`src/logic/pllcg_defines.vh`:
```
// Constants for the loop clock generator control block.
// Assumes inclusion by bare name from the logic/ folder.
`ifndef PLLCG_DEFINES_VH
`define PLLCG_DEFINES_VH
// ***********************************
// Register indices (byte addr = 4*idx)
// ***********************************
`define PLLCG_IDX_SYNTH 6'h14
`define PLLCG_IDX_REFDV 6'h15
`define PLLCG_IDX_POST  6'h16
`define PLLCG_IDX_FLAGS 6'h17
`define PLLCG_IDX_INTEN 6'h18
`define PLLCG_IDX_CLKS  6'h19
`define PLLCG_IDX_OSC   6'h1a
`define PLLCG_IDX_GUARD 6'h1b
`define PLLCG_IDX_OSC2  6'h1e
// ***********************************
// Field positions
// ***********************************
`define PLLCG_B_MONRST  1
`define PLLCG_B_SWING   0
`define PLLCG_B_LSTAT   3
`define PLLCG_B_LFLAG   4
`define PLLCG_B_LOCK_CHANGE_IRQ_EN  4
`define PLLCG_B_OSC_CHANGE_IRQ_EN   1
`define PLLCG_B_LOOPSEL 7
`define PLLCG_B_GATING  0
`define PLLCG_B_OSCEN   7
// ***********************************
// Reset values and constants
// ***********************************
`define PLLCG_SYN_RST   6'h18
`define PLLCG_POST_RST  5'h03
`define PLLCG_VRNG_RST  2'h1
`define PLLCG_UNL_DIV   5'h03
`define PLLCG_GUARD_KEY 8'h26
`define PLLCG_PER_RST   16'h0010
`define PLLCG_PER_MIN   16'h0001
`define PLLCG_PER_MAX   16'hffff
`define PLLCG_FLOOR_LO  12'hfff
`endif

```
`src/logic/pllcg_divider.v`:
```
// Programmable tick divider: one output pulse per div+1 input ticks.
// Assumes tick_in is a one-cycle pulse on clk_sys.
`timescale 1ns/100ps
`default_nettype none
module pllcg_divider #(
   parameter W = 4
) (
   // Clock and reset
   input  wire         clk_sys,
   input  wire         sys_rst,
   // Ticks
   input  wire         tick_in,
   input  wire [W-1:0] div,
   output reg          tick_out
);
   reg [W-1:0] cnt_r;
   // ***********************************
   // Counter
   // ***********************************
   // Shrinking div mid-count ends the period at once
   always @(posedge clk_sys) begin
      if (sys_rst) begin
         cnt_r    <= {W{1'b0}};
         tick_out <= 1'b0;
      end else begin
         tick_out <= 1'b0;
         if (tick_in) begin
            if (cnt_r >= div) begin
               cnt_r    <= {W{1'b0}};
               tick_out <= 1'b1;
            end else begin
               cnt_r <= cnt_r + {{(W-1){1'b0}}, 1'b1};
            end
         end
      end
   end
endmodule // pllcg_divider
`default_nettype wire

```
`src/logic/pllcg_lockdet.v`:
```
// Lock detector: counts feedback edges over a window of reference ticks.
// Assumes single-cycle tick inputs on clk_sys.
`timescale 1ns/100ps
`default_nettype none
module pllcg_lockdet #(
   parameter [7:0]  WIN  = 8'h08,
   parameter [7:0]  TOL  = 8'h01,
   parameter [7:0]  UTOL = 8'h03,
   parameter [15:0] LOSS = 16'h0400
) (
   // Clock and reset
   input  wire clk_sys,
   input  wire sys_rst,
   // Ticks
   input  wire ref_tick,
   input  wire fb_edge,
   // Status
   output reg  locked,
   output reg  ref_lost
);
   reg [7:0]  win_r;
   reg [7:0]  fbc_r;
   reg [15:0] idle_r;
   wire [7:0] fbc_now = fbc_r + {7'h00, fb_edge};
   wire [7:0] dif = (fbc_now > WIN) ? fbc_now - WIN : WIN - fbc_now;
   // ***********************************
   // Window compare with hysteresis
   // ***********************************
   // Speed follows the reference rate
   always @(posedge clk_sys) begin
      if (sys_rst) begin
         win_r    <= 8'h00;
         fbc_r    <= 8'h00;
         idle_r   <= 16'h0000;
         locked   <= 1'b0;
         ref_lost <= 1'b0;
      end else begin
         if (ref_tick) begin
            idle_r   <= 16'h0000;
            ref_lost <= 1'b0;
         end else if (idle_r >= LOSS) begin
            ref_lost <= 1'b1;
         end else begin
            idle_r <= idle_r + 16'h0001;
         end
         if (ref_lost) begin
            locked <= 1'b0;
            win_r  <= 8'h00;
            fbc_r  <= 8'h00;
         end else if (ref_tick && win_r >= WIN - 8'h01) begin
            win_r <= 8'h00;
            fbc_r <= 8'h00;
            // Narrow band to lock, wider band to drop
            if (dif <= TOL)
               locked <= 1'b1;
            else if (dif > UTOL)
               locked <= 1'b0;
         end else begin
            win_r <= win_r + {7'h00, ref_tick};
            fbc_r <= fbc_now;
         end
      end
   end
endmodule // pllcg_lockdet
`default_nettype wire

```
`src/logic/pllcg_top.v`:
```
// Loop clock generator control: registers, reference select,
// digital VCO model, phase detector and clock dividers.
// Assumes an Avalon-MM master on clk_sys and slow clock pins
// (below clk_sys/2) that are sampled, not used as clocks.
//
// Summary of operation
// - Osc2 writes need guard clear, loop select
// - Osc2 bit1 monitor reset, frozen while osc on
// - Osc2 bit0 swing mode, frozen while osc on
// - Reference is internal, or crystal over div+1
// - VCO runs 2*(synth+1) times reference
// - Locked: output is VCO over post+1
// - Unlocked: output is VCO over four
// - Bus clock is half the loop output, or half the crystal when loop select is clear
// - Phase detector compares feedback with reference
// - Lock judged by frequency compare, needs reference
// - Lock status read-only with hysteresis
// - Lock toggle raises interrupt when enabled
// - Reference loss drops VCO to range floor
// - Gating bit may delay watchdog after stop
// - Reset: internal ref, synth 0x18, post 0x03
// - Osc enable with Osc2 bit1 arms monitor; failure gives reset
//
// Our own choice: register access over Avalon-MM.
`timescale 1ns/100ps
`default_nettype none
`include "pllcg_defines.vh"
module pllcg_top #(
   parameter [7:0]  LOCK_WIN  = 8'h08,
   parameter [7:0]  LOCK_TOL  = 8'h01,
   parameter [7:0]  UNL_TOL   = 8'h03,
   parameter [15:0] REF_LOSS  = 16'h0400
) (
   // Clock and reset
   input  wire        clk_sys,
   input  wire        sys_rst,
   // Avalon-MM slave
   input  wire [7:0]  avs_address,
   input  wire        avs_read,
   input  wire        avs_write,
   input  wire [31:0] avs_writedata,
   input  wire [3:0]  avs_byteenable,
   output reg  [31:0] avs_readdata,
   output reg         avs_waitrequest,
   // Clock pins
   input  wire        internal_trimmed_clock,
   input  wire        crystal_clock,
   input  wire        osc_fail,
   // Generated clocks
   output reg         loop_output_clock,
   output reg         bus_clock,
   output reg         reference_clock,
   output reg         feedback_clock,
   // Oscillator and system controls
   output reg         ext_osc_enable,
   output reg         osc_swing_select,
   output reg         osc_monitor_reset_en,
   output reg         osc_monitor_reset,
   output reg         stop_clock_gating,
   output reg         lock_irq
);
   // ***********************************
   // Declarations
   // ***********************************
   reg  [1:0]  irc_s_r, xtl_s_r, fail_s_r;
   reg         irc_d_r, xtl_d_r;
   reg  [5:0]  synth_r;
   reg  [1:0]  vco_rng_r;
   reg  [3:0]  ref_div_r;
   reg  [1:0]  ref_rng_r;
   reg  [4:0]  post_r;
   reg         lflag_r, lock_ie_r, osc_ie_r, loop_sel_r, guard_r, lock_d_r;
   reg  [15:0] per_r, per_nxt, vcnt_r;
   reg         vco_tick_r, fb_half_r, ref_pend_r, fb_pend_r;
   reg  [31:0] rdata_nxt;
   wire        irc_rise = irc_s_r[1] & ~irc_d_r;
   wire        xtl_rise = xtl_s_r[1] & ~xtl_d_r;
   wire        src_tick, ref_tick, fb_tick, pll_tick, locked, ref_lost;
   wire        req = (avs_read | avs_write) & avs_waitrequest;
   wire        wr = avs_write & req & avs_byteenable[0];
   wire [5:0]  idx = avs_address[7:2];
   wire [7:0]  wd = avs_writedata[7:0];
   wire        open_wr = wr & ~guard_r;
   wire        fb_edge = fb_tick & ~fb_half_r;
   wire        corr_up = ref_tick & ~fb_edge & ~fb_pend_r;
   wire        corr_dn = fb_edge & ~ref_tick & ~ref_pend_r;
   wire        lock_chg = locked ^ lock_d_r;

   // Slowest period for the chosen VCO range
   function [15:0] vco_floor;
      input [1:0] rng;
      begin
         vco_floor = {2'b11, ~rng, `PLLCG_FLOOR_LO};
      end
   endfunction

   // ***********************************
   // Pin synchronisers
   // ***********************************
   // Edge detect looks at the second stage only
   always @(posedge clk_sys) begin
      if (sys_rst) begin
         irc_s_r  <= 2'b00;
         xtl_s_r  <= 2'b00;
         fail_s_r <= 2'b00;
         irc_d_r  <= 1'b0;
         xtl_d_r  <= 1'b0;
      end else begin
         irc_s_r  <= {irc_s_r[0], internal_trimmed_clock};
         xtl_s_r  <= {xtl_s_r[0], crystal_clock};
         fail_s_r <= {fail_s_r[0], osc_fail};
         irc_d_r  <= irc_s_r[1];
         xtl_d_r  <= xtl_s_r[1];
      end
   end

   // ***********************************
   // Register bus slave
   // ***********************************
   // One wait cycle, then a single answer cycle
   always @(posedge clk_sys) begin
      if (sys_rst) begin
         avs_waitrequest <= 1'b1;
         avs_readdata    <= 32'h0000_0000;
      end else if (req) begin
         avs_waitrequest <= 1'b0;
         avs_readdata    <= rdata_nxt;
      end else begin
         avs_waitrequest <= 1'b1;
      end
   end

   // Read mux, unmapped indices read zero
   always @* begin
      rdata_nxt = 32'h0000_0000;
      case (idx)
         `PLLCG_IDX_SYNTH: rdata_nxt[7:0] = {vco_rng_r, synth_r};
         `PLLCG_IDX_REFDV: rdata_nxt[7:0] = {ref_rng_r, 2'b00, ref_div_r};
         `PLLCG_IDX_POST:  rdata_nxt[4:0] = post_r;
         `PLLCG_IDX_FLAGS: begin
            rdata_nxt[`PLLCG_B_LFLAG] = lflag_r;
            rdata_nxt[`PLLCG_B_LSTAT] = locked;
         end
         `PLLCG_IDX_INTEN: begin
            rdata_nxt[`PLLCG_B_LOCK_CHANGE_IRQ_EN] = lock_ie_r;
            rdata_nxt[`PLLCG_B_OSC_CHANGE_IRQ_EN]  = osc_ie_r;
         end
         `PLLCG_IDX_CLKS: begin
            rdata_nxt[`PLLCG_B_LOOPSEL] = loop_sel_r;
            rdata_nxt[`PLLCG_B_GATING]  = stop_clock_gating;
         end
         `PLLCG_IDX_OSC:   rdata_nxt[`PLLCG_B_OSCEN] = ext_osc_enable;
         `PLLCG_IDX_GUARD: rdata_nxt[0] = guard_r;
         `PLLCG_IDX_OSC2: begin
            rdata_nxt[`PLLCG_B_MONRST] = osc_monitor_reset_en;
            rdata_nxt[`PLLCG_B_SWING]  = osc_swing_select;
         end
         default: rdata_nxt = 32'h0000_0000;
      endcase
   end

   // ***********************************
   // Control registers
   // ***********************************
   // Reset leaves internal reference and 50 MHz target
   always @(posedge clk_sys) begin
      if (sys_rst) begin
         synth_r              <= `PLLCG_SYN_RST;
         vco_rng_r            <= `PLLCG_VRNG_RST;
         ref_div_r            <= 4'h0;
         ref_rng_r            <= 2'h0;
         post_r               <= `PLLCG_POST_RST;
         lock_ie_r            <= 1'b0;
         osc_ie_r             <= 1'b0;
         loop_sel_r           <= 1'b1;
         stop_clock_gating    <= 1'b0;
         ext_osc_enable       <= 1'b0;
         guard_r              <= 1'b0;
         osc_monitor_reset_en <= 1'b0;
         osc_swing_select     <= 1'b0;
      end else begin
         // Any value but the key sets the guard
         if (wr && idx == `PLLCG_IDX_GUARD)
            guard_r <= (wd != `PLLCG_GUARD_KEY);
         if (open_wr && idx == `PLLCG_IDX_SYNTH) begin
            synth_r   <= wd[5:0];
            vco_rng_r <= wd[7:6];
         end
         if (open_wr && idx == `PLLCG_IDX_REFDV) begin
            ref_div_r <= wd[3:0];
            ref_rng_r <= wd[7:6];
         end
         if (open_wr && idx == `PLLCG_IDX_POST)
            post_r <= wd[4:0];
         if (wr && idx == `PLLCG_IDX_INTEN) begin
            lock_ie_r <= wd[`PLLCG_B_LOCK_CHANGE_IRQ_EN];
            osc_ie_r  <= wd[`PLLCG_B_OSC_CHANGE_IRQ_EN];
         end
         // Losing lock hands the bus back to the loop
         if (lock_d_r && !locked)
            loop_sel_r <= 1'b1;
         else if (open_wr && idx == `PLLCG_IDX_CLKS)
            loop_sel_r <= wd[`PLLCG_B_LOOPSEL];
         if (open_wr && idx == `PLLCG_IDX_CLKS)
            stop_clock_gating <= wd[`PLLCG_B_GATING];
         if (open_wr && idx == `PLLCG_IDX_OSC)
            ext_osc_enable <= wd[`PLLCG_B_OSCEN];
         // Both osc2 bits frozen while the oscillator runs
         if (open_wr && loop_sel_r && idx == `PLLCG_IDX_OSC2
             && !ext_osc_enable) begin
            osc_monitor_reset_en <= wd[`PLLCG_B_MONRST];
            osc_swing_select     <= wd[`PLLCG_B_SWING];
         end
      end
   end

   // ***********************************
   // Lock flag and interrupt
   // ***********************************
   // Set beats a same-cycle write-one clear
   always @(posedge clk_sys) begin
      if (sys_rst) begin
         lock_d_r <= 1'b0;
         lflag_r  <= 1'b0;
         lock_irq <= 1'b0;
      end else begin
         lock_d_r <= locked;
         if (lock_chg)
            lflag_r <= 1'b1;
         else if (wr && idx == `PLLCG_IDX_FLAGS && wd[`PLLCG_B_LFLAG])
            lflag_r <= 1'b0;
         lock_irq <= lflag_r & lock_ie_r;
      end
   end

   // ***********************************
   // Oscillator clock monitor
   // ***********************************
   always @(posedge clk_sys) begin
      if (sys_rst)
         osc_monitor_reset <= 1'b0;
      else
         osc_monitor_reset <= ext_osc_enable & osc_monitor_reset_en
                              & fail_s_r[1];
   end

   // ***********************************
   // Reference path
   // ***********************************
   // Internal clock passes undivided
   assign src_tick = ext_osc_enable ? xtl_rise : irc_rise;

   pllcg_divider #(.W(4)) u_ref_divider (
      .clk_sys  (clk_sys),
      .sys_rst  (sys_rst),
      .tick_in  (src_tick),
      .div      (ext_osc_enable ? ref_div_r : 4'h0),
      .tick_out (ref_tick)
   );

   // ***********************************
   // Digital VCO model
   // ***********************************
   // Period steps one count per correction; trades speed for area
   always @* begin
      per_nxt = per_r;
      if (ref_lost)
         per_nxt = vco_floor(vco_rng_r);
      else if (corr_up && per_r > `PLLCG_PER_MIN)
         per_nxt = per_r - 16'h0001;
      else if (corr_dn && per_r < `PLLCG_PER_MAX)
         per_nxt = per_r + 16'h0001;
   end

   always @(posedge clk_sys) begin
      if (sys_rst) begin
         per_r      <= `PLLCG_PER_RST;
         vcnt_r     <= 16'h0000;
         vco_tick_r <= 1'b0;
      end else begin
         per_r      <= per_nxt;
         vco_tick_r <= 1'b0;
         if (vcnt_r >= per_r) begin
            vcnt_r     <= 16'h0000;
            vco_tick_r <= 1'b1;
         end else begin
            vcnt_r <= vcnt_r + 16'h0001;
         end
      end
   end

   // ***********************************
   // Feedback and phase detector
   // ***********************************
   // Half rate of the divider gives the factor two
   pllcg_divider #(.W(6)) u_fbdiv (
      .clk_sys  (clk_sys),
      .sys_rst  (sys_rst),
      .tick_in  (vco_tick_r),
      .div      (synth_r),
      .tick_out (fb_tick)
   );

   // Leading edge sets a pending mark, lagging edge clears it
   always @(posedge clk_sys) begin
      if (sys_rst) begin
         fb_half_r  <= 1'b0;
         ref_pend_r <= 1'b0;
         fb_pend_r  <= 1'b0;
      end else begin
         if (fb_tick)
            fb_half_r <= ~fb_half_r;
         if (corr_up)
            ref_pend_r <= 1'b1;
         else if (fb_edge)
            ref_pend_r <= 1'b0;
         if (corr_dn)
            fb_pend_r <= 1'b1;
         else if (ref_tick)
            fb_pend_r <= 1'b0;
      end
   end

   pllcg_lockdet #(
      .WIN  (LOCK_WIN),
      .TOL  (LOCK_TOL),
      .UTOL (UNL_TOL),
      .LOSS (REF_LOSS)
   ) u_lock (
      .clk_sys  (clk_sys),
      .sys_rst  (sys_rst),
      .ref_tick (ref_tick),
      .fb_edge  (fb_edge),
      .locked   (locked),
      .ref_lost (ref_lost)
   );

   // ***********************************
   // Output divider and bus clock
   // ***********************************
   // Post divider applies only once locked
   pllcg_divider #(.W(5)) u_post (
      .clk_sys  (clk_sys),
      .sys_rst  (sys_rst),
      .tick_in  (vco_tick_r),
      .div      (locked ? post_r : `PLLCG_UNL_DIV),
      .tick_out (pll_tick)
   );

   // Bus clock toggles per source tick, so half rate
   always @(posedge clk_sys) begin
      if (sys_rst) begin
         loop_output_clock <= 1'b0;
         bus_clock         <= 1'b0;
         reference_clock   <= 1'b0;
         feedback_clock    <= 1'b0;
      end else begin
         loop_output_clock <= pll_tick;
         reference_clock   <= ref_tick;
         feedback_clock    <= fb_half_r;
         if (loop_sel_r ? pll_tick : xtl_rise)
            bus_clock <= ~bus_clock;
      end
   end
endmodule // pllcg_top
`default_nettype wire

```
`config.mk`:
```
export PLATFORM = sky130hd
export DESIGN_NAME = pllcg_top
export DESIGN_NICKNAME = d
export VERILOG_FILES = /design/src/logic/pllcg_divider.v /design/src/logic/pllcg_lockdet.v /design/src/logic/pllcg_top.v
export VERILOG_INCLUDE_DIRS = /design/src /design/src/logic
export SDC_FILE = /design/constraint.sdc
export NUM_CORES = 1
export LEC_CHECK = 0
export ABC_AREA = 0
export BUFFER_PORTS_ARGS = -buffer_cell sky130_fd_sc_hd__buf_2
export CAP_MARGIN = 20
export CORE_UTILIZATION = 39
export DETAILED_ROUTE_END_ITERATION = 8
export HOLD_SLACK_MARGIN = 0.03
export SYNTH_ARGS = -nofsm -noshare
export SYNTH_HDL_FRONTEND = slang
export SYNTH_HIERARCHICAL = 1
export SYNTH_SLANG_ARGS = --single-unit
export TNS_END_PERCENT = 1
```
`constraint.sdc`:
```
create_clock -name clk_sys -period 8 [get_ports clk_sys]
set_input_delay 1.6 -clock clk_sys [delete_from_list [all_inputs] [get_ports clk_sys]]
set_output_delay 1.6 -clock clk_sys [all_outputs]
set_load 0.05 [all_outputs]
```
# ---- Word level (Yosys, flattened, before mapping)
# Cells that the tools add are included.
dict set report word_totals {
  register_bits 140
  inputBits 51
}
dict set report op_classes {
  n_addsub 11
  bitwise_logic 28
  n_eq_ne 10
  n_reduce_logical 32
  magnitude_cmp 11
  n_mux 31
}
# cell count
set ops {}
lappend ops {{$eq A6 B5 Y1 const B} 9}
lappend ops {{$add A16 B1 Y16 const B} 3}
lappend ops {{$mux W16} 3}
lappend ops {{$add A8 B1 Y8} 2}
lappend ops {{$ge A16 B11 Y1 const B} 1}
lappend ops {{$ge A16 B16 Y1} 1}
lappend ops {{$gt A16 B1 Y1 const B} 1}
lappend ops {{$logic_and A1 B1 Y1} 16}
lappend ops {{$lt A16 B16 Y1 const B} 1}
lappend ops {{$sub A16 B1 Y16 const B} 1}
lappend ops {{$mux W1} 15}
lappend ops {{$and A1 B1 Y1} 14}
lappend ops {{$pmux W1 S4} 3}
lappend ops {{$reduce_or A2 Y1} 6}
lappend ops {{$not A1 Y1} 11}
lappend ops {{$mux W5} 2}
lappend ops {{$reduce_bool A2 Y1} 5}
lappend ops {{$ge A8 B3 Y1 const B} 1}
lappend ops {{$gt A8 B2 Y1 const B} 1}
lappend ops {{$gt A8 B4 Y1 const B} 1}
lappend ops {{$le A8 B1 Y1 const B} 1}
lappend ops {{$mux W4} 2}
lappend ops {{$mux W8} 1}
lappend ops {{$ne A8 B6 Y1 const B} 1}
lappend ops {{20 further kinds} 21}

# ---- Longest topological paths before layout
# Gate-level depths: netlist (run 1).
dict set report depth {
  word_depth 8
  depth_mapped 14
  depth_no_buf 12
}

# ---- By module
# The synthesis (run 1) kept the hierarchy.
# module cells_each instances area_each_um2 seq_area_each_um2
set by_module_without_submodules {}
lappend by_module_without_submodules {pllcg_top 532 1 4708.3 1761.7}
lappend by_module_without_submodules {pllcg_lockdet 218 1 1861.8 680.7}
lappend by_module_without_submodules {{pllcg_divider (u_fbdiv)} 47 1 461.7 140.1}
lappend by_module_without_submodules {{pllcg_divider (u_post)} 46 1 422.9 120.1}
lappend by_module_without_submodules {{pllcg_divider (u_ref_divider)} 36 1 342.8 100.1}

# ---- Worst setup path before layout (run 1)
# No wires, ideal clock.
dict set report synth_timing {
  path_type {reg2reg}
  start {register fb_half_r}
  end {register u_lock.locked}
  setup_time_ps 79
  period_less_slack_ps 2846
  n_path_buf 2
  setup_slack_ps 5154
  arrival_time_ps 2767
  t_required_ps 7921
  path_stages_with_launch 15
  cell_sequence {dfxtp_1 -> nand2b_1 -> buf_4 -> inv_1 -> ha_1 -> ha_1 -> buf_4 -> and3_1 -> xnor2_1 -> ha_1 -> o2111a_1 -> a211o_1 -> a311oi_1 -> a31oi_1 -> a211oi_2}
}
dict set report synth_between {
  elab_chain_cells 8
  elab_cells_between_ends 12
  cone_classes {3 x add/sub; 3 x order compare; 2 x mux; 2 x bitwise; 2 x reduce/logical}
}
# element line
set synth_rtl {}
lappend synth_rtl {{start, declared} pllcg_top.v:74} ;# reg vco_tick_r, fb_half_r, ref_pend_r, fb_pend_r;
lappend synth_rtl {{start signal, assigned} pllcg_top.v:312} ;# fb_half_r <= ~fb_half_r;
lappend synth_rtl {{$not A1 Y1 (*)} pllcg_top.v:84} ;# wire fb_edge = fb_tick & ~fb_half_r;
lappend synth_rtl {{$and A1 B1 Y1 (*)} pllcg_top.v:84}
lappend synth_rtl {{net fb_edge} pllcg_top.v:84}
lappend synth_rtl {{$add A8 B1 Y8 (*)} pllcg_lockdet.v:24} ;# wire [7:0] fbc_now = fbc_r + {7'h00, fb_edge};
lappend synth_rtl {{$sub A4 B8 Y8, or another cell as far along} pllcg_lockdet.v:25} ;# wire [7:0] dif = (fbc_now > WIN) ? fbc_now - WIN : WIN - fbc_now;
lappend synth_rtl {{$mux W8 (*)} pllcg_lockdet.v:25}
lappend synth_rtl {{$gt A8 B2 Y1 or $le A8 B1 Y1 (tied branches)} {pllcg_lockdet.v:56, pllcg_lockdet.v:54}}
lappend synth_rtl {{$reduce_bool A2 Y1 (no line)} n/a}
lappend synth_rtl {{$reduce_and A2 Y1 (no line)} n/a}
lappend synth_rtl {{end signal, assigned} pllcg_lockdet.v:35} ;# locked <= 1'b0;
lappend synth_rtl {{end signal, assigned} pllcg_lockdet.v:55} ;# locked <= 1'b1;
lappend synth_rtl {{end signal, assigned} pllcg_lockdet.v:57} ;# locked <= 1'b0;
lappend synth_rtl {{end, declared} pllcg_lockdet.v:18} ;# output reg locked,
# Mark *: on every way through the listed nets, which the timed path passes. The rest lies on a longest branch.
# A chain may end at the register's enable or synchronous reset.

# ---- Final worst setup path (run 1)
# Ends and elaborated chain as after synthesis.

==> run summary, run 1 <==
Setup violations remaining at the end of the flow were counted as 0. For the worst setup path, the data arrival time is 3.67 ns. After floorplanning, the core was divided into 51 placement rows.

For this design the ratio of total power to cell area is 192 nW/um^2. The part of the power in registers was 0.431; the wire length of the first global-routing pass was 28000 um. After synthesis, the mean cell area works out to 8.87 um^2. The cell area that synthesis handed to floorplanning was 7800 um^2. The worst reg-to-reg path cell count was 12; the final routed wire length divided by cell count was 14.1 um. The tools report the final max-slew violation count as 0. The register-to-register setup slack was 4.67 ns; the DRC violation total after the first TritonRoute iteration was 423. For the number of primary I/O pins, the log shows 94. The die covers 20600 um^2. Once layout is done, the placed cells without fillers occupy 8680 um^2. The setup fix buffers added after clock tree synthesis was 0; the number of storage elements in the synthesis netlist was 140.

The floorplan step defined a core boundary enclosing 19500 um^2. The share of the clock period used by the worst path after layout is 0.416. In the final design database the tool counted 1009 nets.

In the synthesized netlist the dominant register cell turns out to be sky130_fd_sc_hd__dfxtp_1. The total global-route track usage came out at 0.173. For the number of sinks driven by the clock tree, the log shows 140.

The most critical setup path has its startpoint at fb_half_r. The total length of routed wires was 16700 um. The worst setup path is captured at a register. The tools report the number of H-tree levels as 4.

The portion of the post-synthesis area used by sequential elements is 0.359, and the remaining antenna violation count is 0. The pre-CTS worst setup slack is 4.66 ns, and the sum of overflow across all layers after global routing is 0. The maximum number of buffers from clock root to sink is 2, and the CTS clock-pin slew for the worst setup and hold paths is 0.06 ns.

In this run, distinct cell masters in the synthesized netlist total 91. The worst reg2reg path startpoint is fb_half_r. The tools report the end of the critical path as u_lock/locked.

Routability-driven placement finished with a final weighted congestion of 0.866. After technology mapping, the gate count stands at 879. Clock skew on the completed layout was measured at 0.00699 ns. Summing all multi-input logic gate instances after layout gives 4510 um^2.

The internal power of the cells totals 1.26 mW. For the clock share of power, the log shows 0.502. Hold repair after CTS inserted 0 buffers. At the pin with the least slew margin, the transition time is 0.845 ns. The wire-length estimate of the detail-placed layout is 11900 um.

The remaining routing DRC violations came out at 0. Buffer cell driving the clock tree root: sky130_fd_sc_hd__clkbuf_16. Summed over all failing endpoints, the final setup total negative slack is 0 ns.

In the layout the commonest cells are 140 x sky130_fd_sc_hd__dfxtp_1, 103 x sky130_fd_sc_hd__nor2_1, 53 x sky130_fd_sc_hd__nand2_1. Along the worst path, the maximum fanout reaches 8. The number of antenna violations at the first check in global routing was 0. During placement, the flow inserted port buffers numbering 40.

Destination of the worst register-to-register timing path: u_lock/locked. The relative max-transition margin is 0.431, and the static leakage power is 3.41 nW. The worst path needs 3.33 ns of the cycle, external delays included.

The library cell used most frequently in the layout, excluding fill and tap cells, is sky130_fd_sc_hd__dfxtp_1. The final worst slack came out at 4.67 ns. The overall power of the completed layout was 1.67 mW; the number of synthesized flops with an enable pin was 0. The floorplan step set the die width to 143 um.

The routed layout has 6072 vias. The tools report the pin count of the biggest net entering global routing as 59. The area growth from synthesis to layout is 11.4%. The sequential cells in the finished layout cover a total of 2800 um^2.

0 antenna diodes ended up in the layout. Yosys printed 6 warnings. Setup repair after global routing left no endpoint under its margin.

TritonCTS built the clock tree. The number of clock buffers inserted by TritonCTS came out at 17. The tools report the startpoint of the tightest hold check path as xtl_s_r[0]. From bottom edge to top edge, the die measures 143 um. The fraction of final layout cells with drive strength greater than 1 is 0.122. In this run, post-CTS repair resized a total of 0 instances. Clock latency on the worst-skew pair, taken at its later pin, is 0.43 ns. The startpoint kind of the worst setup timing path is a register. The share of async-settable or async-resettable flops after synthesis came out at 0.

The logs give 131 uV for the maximum resistive drop on vdd and 0.406 mW for the switching power of the nets. The combinational group share of total power is 0.067. By startpoint and endpoint, the worst setup path is classified as reg -> reg. Dividing the detail-routed via count by the number of cells gives 5.12. The run finished with clean final reports.

The switching power as a share of total power is 0.244. For the worst setup path, the data required time is 8.35 ns. The number of global-route vias before repair came out at 5627. The worst min-delay path class was reg -> reg. The filler cell count in the final layout is 1944, and the highest clock rate is 301 MHz. The number of hold-slack violations in the final timing report is 0, and the starting utilization of the core area is 0.399. The logs give 8060 um^2 for the cell area reported after detailed placement and 0 for the number of maximum-capacitance violations. For this run, the detailed router's first-pass iteration total came to 5.
synth_stat cells (all sizes together) (8+ instances only):
cell | number | area (um^2)
nand3 | 41 | 243
clkbuf | 15 | 56.3
a31oi | 10 | 62.6
mux2i | 32 | 320
nor4 | 8 | 71.3
and2 | 20 | 125
dfxtp | 140 | 2800
nand2b | 19 | 126
a21oi | 39 | 206
a21o | 10 | 75.1
nor2 | 105 | 399
nand2 | 53 | 199
o21ai | 18 | 93.8
nor2b | 20 | 135
ha | 50 | 626
and3 | 13 | 90.1
inv | 52 | 195
nand4 | 16 | 100
buf | 40 | 312
xnor2 | 35 | 307
xor2 | 22 | 193
a211oi | 11 | 97.6
nor3 | 22 | 115
worst min-delay path by stage:
stage	end	slack (ns)	cells past startpoint
5_1_grt	u_lock/idle_r[11]	0.47	1
4_1_cts	avs_readdata[5]	0.46	2
3_5_place_dp	xtl_s_r[1]	0.42	1
6_report	xtl_s_r[1]	0.46	1
3_3_place_gp	fail_s_r[1]	0.43	1
2_1_floorplan	fail_s_r[1]	0.41	1
flip-flops by register name, indices dropped and copies added (netlist names), 2 cells and up:
signal,cells
avs_readdata,8
fail_s_r,2
irc_s_r,2
per_r,16
post_r,5
ref_div_r,4
ref_rng_r,2
synth_r,6
u_fbdiv/cnt_r,6
u_lock/fbc_r,8
u_lock/idle_r,16
u_lock/win_r,8
u_post/cnt_r,5
u_ref_divider/cnt_r,4
vcnt_r,16
vco_rng_r,2
xtl_s_r,2
critical path, cell delays in order, from the launching register on:
cell,delay [ns]
sky130_fd_sc_hd__dfxtp_1,0.31
sky130_fd_sc_hd__nand2b_1,0.25
sky130_fd_sc_hd__inv_1,0.16
sky130_fd_sc_hd__ha_1,0.29
sky130_fd_sc_hd__ha_1,0.44
sky130_fd_sc_hd__and3_1,0.28
sky130_fd_sc_hd__xnor2_1,0.16
sky130_fd_sc_hd__ha_1,0.31
sky130_fd_sc_hd__o2111a_1,0.26
sky130_fd_sc_hd__a211o_1,0.23
sky130_fd_sc_hd__a311oi_1,0.26
sky130_fd_sc_hd__a31oi_1,0.15
sky130_fd_sc_hd__a211oi_2,0.15
per-stage QoR:
stage	hold WS [ns]	instances	utilization
finish	0.457	1186	0.445
global route	0.470	1186	0.445
CTS	0.455	1186	0.445
detailed placement	0.424	1154	0.413
global placement	0.433	1154	0.413
floorplan	0.414	902	-
per-layer routing:
metal,wire length [um],up-vias,part of all wire,global-route usage
met1,8270,2861,0.50,0.234
met5,0,-,0,0
met2,7600,92,0.46,0.269
met4,232,0,0.014,0.0549
li1,-,3099,-,-
met3,597,20,0.036,0.0420
logic make-up (layout without fill, tap and decap cells):
group                      Yosys count  after routing  synth area share
AOI/OAI and AO/OA                  143            143             0.138
buffers and inverters              108            127            0.0735
and+or+nand+nor                    345            345             0.237
other                                1             24          0.000481
xor gates and xnor gates            57             57            0.0640
muxes                               35             35            0.0469
DFF                                140            140             0.359
adders and majority gates           50             50            0.0802
final cells by class:
cell class / instances / area share
clock buffers: 18 / 0.0494
multi-input cells: 654 / 0.519
repair buffers: 43 / 0.0256
inverters: 52 / 0.0225
well taps: 265 / 0.0382
flip-flops and latches: 140 / 0.323
clock inverters: 14 / 0.0223
power by group through the flow:
stage	sequential [mW]	combinational [mW]	clock, mW
detailed placement	0.733	0.112	0
finish	0.718	0.112	0.837
CTS	0.718	0.112	0.859
global placement	0.733	0.112	0
floorplan	0.737	0.0894	0
global route	0.719	0.123	0.891
Power figures use the tool's default switching activity.
==> run 2: changes to the inputs <==
- clock period: 8 -> 2.7 ns (I/O delays scaled with it)
==> run 2 against run 1 <==
Against the previous run: global-route usage increased by 0.35 points; clock-buffer cell count increased by 4; first-iteration DRC count decreased by 10%; combinational power increased to 3.0 times the previous value; sequential share of layout area decreased by 0.53 points.
==> run summary, run 2 (synthesized netlist as in run 1, its figures left out) <==
Dividing total power by cell area gives a power density of 537 nW/um^2. The share of the clock period used by the worst path after layout came out at 0.957. For the number of global-route vias before repair, the log shows 5781.

The flow ran to the end, and the final reports show no timing, DRC or antenna violations. From synthesis to final layout, the design area changed by 13.2%. The DRC violation total after the first TritonRoute iteration came out at 380. The tightest hold path in the finished design has a slack of 0.359 ns. The startpoint of the tightest hold check path is crystal_clock.

The top cell types in the final layout, fill and taps aside, are 140 x sky130_fd_sc_hd__dfxtp_1, 103 x sky130_fd_sc_hd__nor2_1, 53 x sky130_fd_sc_hd__nand2_1. Clock-pin slew was measured on the worst setup and hold paths at 0.06 ns. Entering global routing, the biggest net connects 38 pins. The relative max-transition margin is 0.605. The total vias in the final route is 6117.

The tool flagged a number of max-cap violations equal to 0. The clock period could shrink to 2.58 ns. The run gives 0 as the final max-slew violation count. The layout has 1900 filler cells.

The number of primary I/O pins was 94; the core footprint was 19500 um^2. The remaining antenna violation count was 0; the number of cell rows was 51. The count of inserted antenna diode cells came out at 0. The weighted congestion reported at the end of routability-driven placement is 0.939, and the arrival time of data at the critical path endpoint is 2.92 ns. The fraction of final layout cells with drive strength greater than 1 works out to 0.147. Summed over all layers, the global routing overflow is 0. For the post-route clock skew, the log shows 0.00776 ns.

After detailed routing, the met2 layer carries 7790 um of wire. For this block, wires on met1 add up to 8600 um. Once routing completed, OpenROAD measured the worst setup slack at 0.116 ns. The die boundary height was 143 um; the met3 routed wirelength was 535 um. The logs give 331 uV for the maximum resistive drop on vdd and 0.41 ns for the clock latency of the later-clocked register in the worst-skew pair. The analysis attributes to cell leakage a power of 3.48 nW.

TritonCTS built the clock tree. The startpoint identified for the worst register-to-register timing path is fb_half_r. For this block, the routed nets add up to 17100 um of wire. In this run the worst setup path begins at fb_half_r.

Detailed-route vias per instance: 5.10. The tools report the non-filler instance count after layout as 1200. In the final layout, the registers with the most flip-flops are per_r: 16 flops, u_lock/idle_r: 16 flops, vcnt_r: 16 flops. Startpoint kind of the worst setup timing path: a register. Final routed wire length divided by cell count: 14.2 um. STA puts the critical path data required time at 3.04 ns. The number of antenna violations at the first check in global routing was 0.

Total global-route track usage: 0.176. The logs give 0.452 for the utilization after layout and 28600 um for the wire length of the first global-routing pass. Counting every sink on the clock net gives 140. No sink is reached through more buffers than the 2 on the longest clock path. Along the worst path, the maximum fanout reaches 6. The top routing layer in use is met4. The area of the die is 20600 um^2. Leaving out fill and tap cells, the most frequent cell in the layout is sky130_fd_sc_hd__dfxtp_1. In this run the worst hold path is classified as in -> reg. The cell sitting at the root of the clock tree is a sky130_fd_sc_hd__clkbuf_16.

The post-layout net count is 1026. The tools report the cell area reported after detailed placement as 8210 um^2. The design draws 4.74 mW. The number of cells after detailed placement came out at 1170. Timing would allow up to 387 MHz. The start-to-end type of the worst setup path was reg -> reg. The final setup TNS is 0 ns, and the number of H-tree levels is 4. Measured along the x axis, the die boundary spans 143 um. The worst setup path is captured at a register. Detailed placement finished with a half-perimeter wire length of 12400 um. The run gives 0.399 as the starting utilization of the core area. The logs give 0 for the number of hold-slack violations in the final timing report and 0 for the total of endpoints with negative setup slack in the final report. The worst-margin pin slew was 0.588 ns. In the routed design, unresolved DRC markers number 0. In this run the tool buffered the top-level ports with 40 buffer cells. After routing the design area is 8830 um^2.

The run gives 0.0711 ns as the pre-CTS worst setup slack. The pre-antenna-repair detailed-routing pass consisted of 7 iterations. Number of clock buffers inserted by TritonCTS: 17.
==> run 2: cell count changes in the layout (fill, tap and decap cells not counted), sizes merged <==
cell    before  now
buf         43   60
clkbuf      18   22
clkinv       7    3
bufinv       4    2
inv         53   52
==> run 2: final timing paths <==
check	depth (start not counted)	slack, ns	end
worst min register to register	1	0.44	irc_s_r[1]
worst max register to register	11	0.12	u_lock/locked
worst max-delay path	11	0.12	u_lock/locked
worst min-delay path	2	0.36	xtl_s_r[0]
==> run 2: where the power goes <==
group	internal (mW)	total (mW)	switching, mW
Sequential	2.10	2.13	0.0288
Clock	1.44	2.28	0.839
Combinational	0.0940	0.340	0.246
==> run 2: worst max-delay path, stage by stage (launching register included) <==
cell                       delay (ns)
sky130_fd_sc_hd__dfxtp_1         0.30
sky130_fd_sc_hd__nand2b_1        0.15
sky130_fd_sc_hd__inv_1           0.09
sky130_fd_sc_hd__ha_2            0.19
sky130_fd_sc_hd__ha_2            0.21
sky130_fd_sc_hd__buf_4           0.13
sky130_fd_sc_hd__nand3_4         0.08
sky130_fd_sc_hd__o41a_1          0.49
sky130_fd_sc_hd__a211o_1         0.34
sky130_fd_sc_hd__a311oi_1        0.24
sky130_fd_sc_hd__a31oi_1         0.14
sky130_fd_sc_hd__a211oi_2        0.15
==> run 2: timing repair <==
item                                    4_1_cts  5_1_grt
hold buffers                                  0        0
endpoints found under the setup margin        0        1
resized for setup                             0        9
buffers inserted                              0        1
==> run 2: area by class of cell <==
| type | count | area, um^2 | share of cell area |
|---|---|---|---|
| Timing Repair Buffer | 60 | 350 | 0.0397 |
| Multi-Input combinational cell | 654 | 4570 | 0.518 |
| Sequential cell | 140 | 2800 | 0.317 |
| Clock buffer | 22 | 484 | 0.0548 |
| Inverter | 52 | 195 | 0.0221 |
| Tap cell | 265 | 332 | 0.0376 |
| Clock inverter | 7 | 90.1 | 0.0102 |
==> run 2: per-layer routing <==
metal,vias to the layer above,track usage
met3,12,0.0370
met1,2888,0.241
li1,3133,-
met5,-,0
met2,84,0.280
met4,0,0.0465
==> run 3: changes to the inputs <==
- clock period: 2.7 -> 3.2 ns (I/O delays scaled with it)
==> run 3 against run 2 <==
Against the previous run: fmax down 11%; sequential cell count stayed put; die area is the same; combinational power shrank 16%; cell count shrank 0.58%; via count fell by 1.3%; critical path depth grew 1; clock-buffer cell count unchanged.
==> run summary, run 3 (synthesized netlist as in run 1, its figures left out) <==
The number of antenna violations at the first check in global routing came out at 0. Maximum resistive drop on vdd: 371 uV. For the pin with the worst max-slew slack, the measured transition is 0.744 ns. The final-layout worst hold slack is 0.441 ns. The logs give 0 for the final max-slew violation count and 3.45 nW for the static leakage power. The remaining antenna violation count came out at 0. TritonCTS built the clock tree. The maximum number of buffers from clock root to sink is 2. The fraction of final layout cells with drive strength greater than 1 is 0.126. Most common library cell in the layout ignoring fill and taps: sky130_fd_sc_hd__dfxtp_1. The area of the die was 20600 um^2; the filler cell count in the final layout was 1925. The worst min-delay path class was reg -> reg.

The tools report the pre-CTS worst setup slack as 0.299 ns. The number of primary I/O pins is 94. The number of global-route vias before repair is 5683, and the post-layout minimum cycle time is 2.91 ns. The number of buffer cells added on primary ports is 40. Once placement finished, the instance area stood at 8110 um^2.

The wire-length estimate of the detail-placed layout is 12100 um. Power spread over the standard cell area amounts to 478 nW/um^2. For this design, the sink count on the clock tree is 140.

Summed over all layers, the routed wires come to 16600 um. Across the routed clock network, the largest skew measured is 0.00913 ns. In the final routed layout, each cell accounts on average for 13.9 um.

The cell with the largest stage delay on the worst path was sky130_fd_sc_hd__or4b_1. The setup fix buffers added after clock tree synthesis came out at 0. TritonCTS created 17 clock buffers.

Post-CTS repair changed the size of 0 cells. From synthesis to final layout, the design area changed by 12.1%. The logs give 1193 for the non-filler instance count after layout and 343 MHz for the highest clock rate.

The number of cells after detailed placement was 1161. The detailed router placed 6036 vias in this run. At the worst endpoint, the arrival time is 3.22 ns. Setup repair after global routing left no endpoint under its margin. The starting utilization of the core area is 0.399, and the count of inserted antenna diode cells is 0. Total of endpoints with negative setup slack in the final report: 0.

Overall power of the completed layout: 4.18 mW. After the first detailed-routing iteration, the DRC count stood at 306. The top cell types in the final layout, fill and taps aside, are 140 x sky130_fd_sc_hd__dfxtp_1, 103 x sky130_fd_sc_hd__nor2_1, 53 x sky130_fd_sc_hd__nand2_1.

The type of element capturing the critical path is a register. The run finished with clean final reports. The number of H-tree levels came out at 4. The tools report the startpoint kind of the worst setup timing path as a register. Across all setup checks in the final design, the least slack found is 0.287 ns. The largest single stage delay on the critical path is 0.51 ns. Measured along the y axis, the die boundary spans 143 um. The logs give 0.448 for the utilization after layout and 0 for the sum of overflow across all layers after global routing. The start-to-end type of the worst setup path is reg -> reg. Dividing the detail-routed via count by the number of cells gives 5.06.

Max-cap violations in this run came to 0. The signal on the critical path passes through nand2b_1 > inv_1 > ha_1 > ha_1 > inv_1 > ha_1 > nand2b_1 > a21oi_1 > nor3_1 > or4b_1 > a31oi_1 > a211oi_2. At the end of routability-driven placement, the weighted congestion stood at 0.863. The post-layout net count is 1016, and the hold-fix buffer count after cts is 0. Final setup TNS: 0 ns.

The largest registers in the layout are per_r: 16 flops, u_lock/idle_r: 16 flops, vcnt_r: 16 flops. The pre-antenna-repair detailed-routing pass consisted of 4 iterations. The tree is rooted in a sky130_fd_sc_hd__clkbuf_16. The number of hold-slack violations in the final timing report came out at 0. At the later pin of the worst-skew pair, clock insertion delay measures 0.43 ns. The total global-route track usage is 0.175.

Measured along the x axis, the die boundary spans 143 um. In this run the worst path has a maximum fanout of 6. The first global-routing pass estimated 28400 um of wire. After detailed routing, the number of remaining DRC violations is 0. The run gives 51 as the number of cell rows. Data on the critical path is required at its endpoint by 3.50 ns.

The relative max-transition margin is 0.503, and the area of all placed cells without fillers is 8740 um^2. Clock-pin slew was measured on the worst setup and hold paths at 0.06 ns. The pin count of the biggest net entering global routing is 25, and the core footprint is 19500 um^2. The share of the clock period used by the worst path after layout works out to 0.910.

The cell occurring most often along the worst timing path was sky130_fd_sc_hd__ha_1.
-- run 3: cell types whose count changed in the layout (fill, tap and decap cells not counted), sizes merged --
cell    change
inv         +1
buf        -10
bufinv      +2
-- run 3: final cells by class --
type,count,area (um^2),area share
flip-flops and latches,140,2800,0.321
clock buffers,22,464,0.0531
inverters,52,195,0.0223
clock inverters,10,163,0.0186
well taps,265,332,0.0379
multi-input cells,654,4510,0.516
repair buffers,50,275,0.0315
-- run 3: routing by layer --
| metal | wire length (um) | global-route usage | vias up |
|---|---|---|---|
| li1 | - | - | 3107 |
| met1 | 8510 | 0.246 | 2822 |
| met2 | 7430 | 0.268 | 92 |
| met3 | 500 | 0.0383 | 15 |
| met4 | 172 | 0.0487 | 0 |
| met5 | 0 | 0 | - |
-- run 3: power breakdown --
group / leakage [nW] / total, mW / internal, mW / switching, mW
Sequential: 1.13 / 1.79 / 1.77 / 0.0260
Clock: 0.301 / 2.10 / 1.35 / 0.755
Combinational: 2.01 / 0.284 / 0.0794 / 0.205
Total: 3.44 / 4.18 / 3.19 / 0.985
-- run 3: path summary, 6_finish.rpt --
check	startpoint	end	slack, ns	cells past startpoint
worst max-delay path	fb_half_r	u_lock/locked	0.29	12
worst min-delay path	irc_s_r[0]	irc_s_r[1]	0.44	1
worst max register to register	fb_half_r	u_lock/locked	0.29	12
worst min register to register	irc_s_r[0]	irc_s_r[1]	0.44	1
-- run 3: critical path, delay by kind of cell (launching register included) --
family / cells / cell delay, ns
simple gates: 4 / 0.85
flops: 1 / 0.33
fa+ha+maj: 3 / 0.89
buf+inv: 2 / 0.19
compound gates: 3 / 0.54
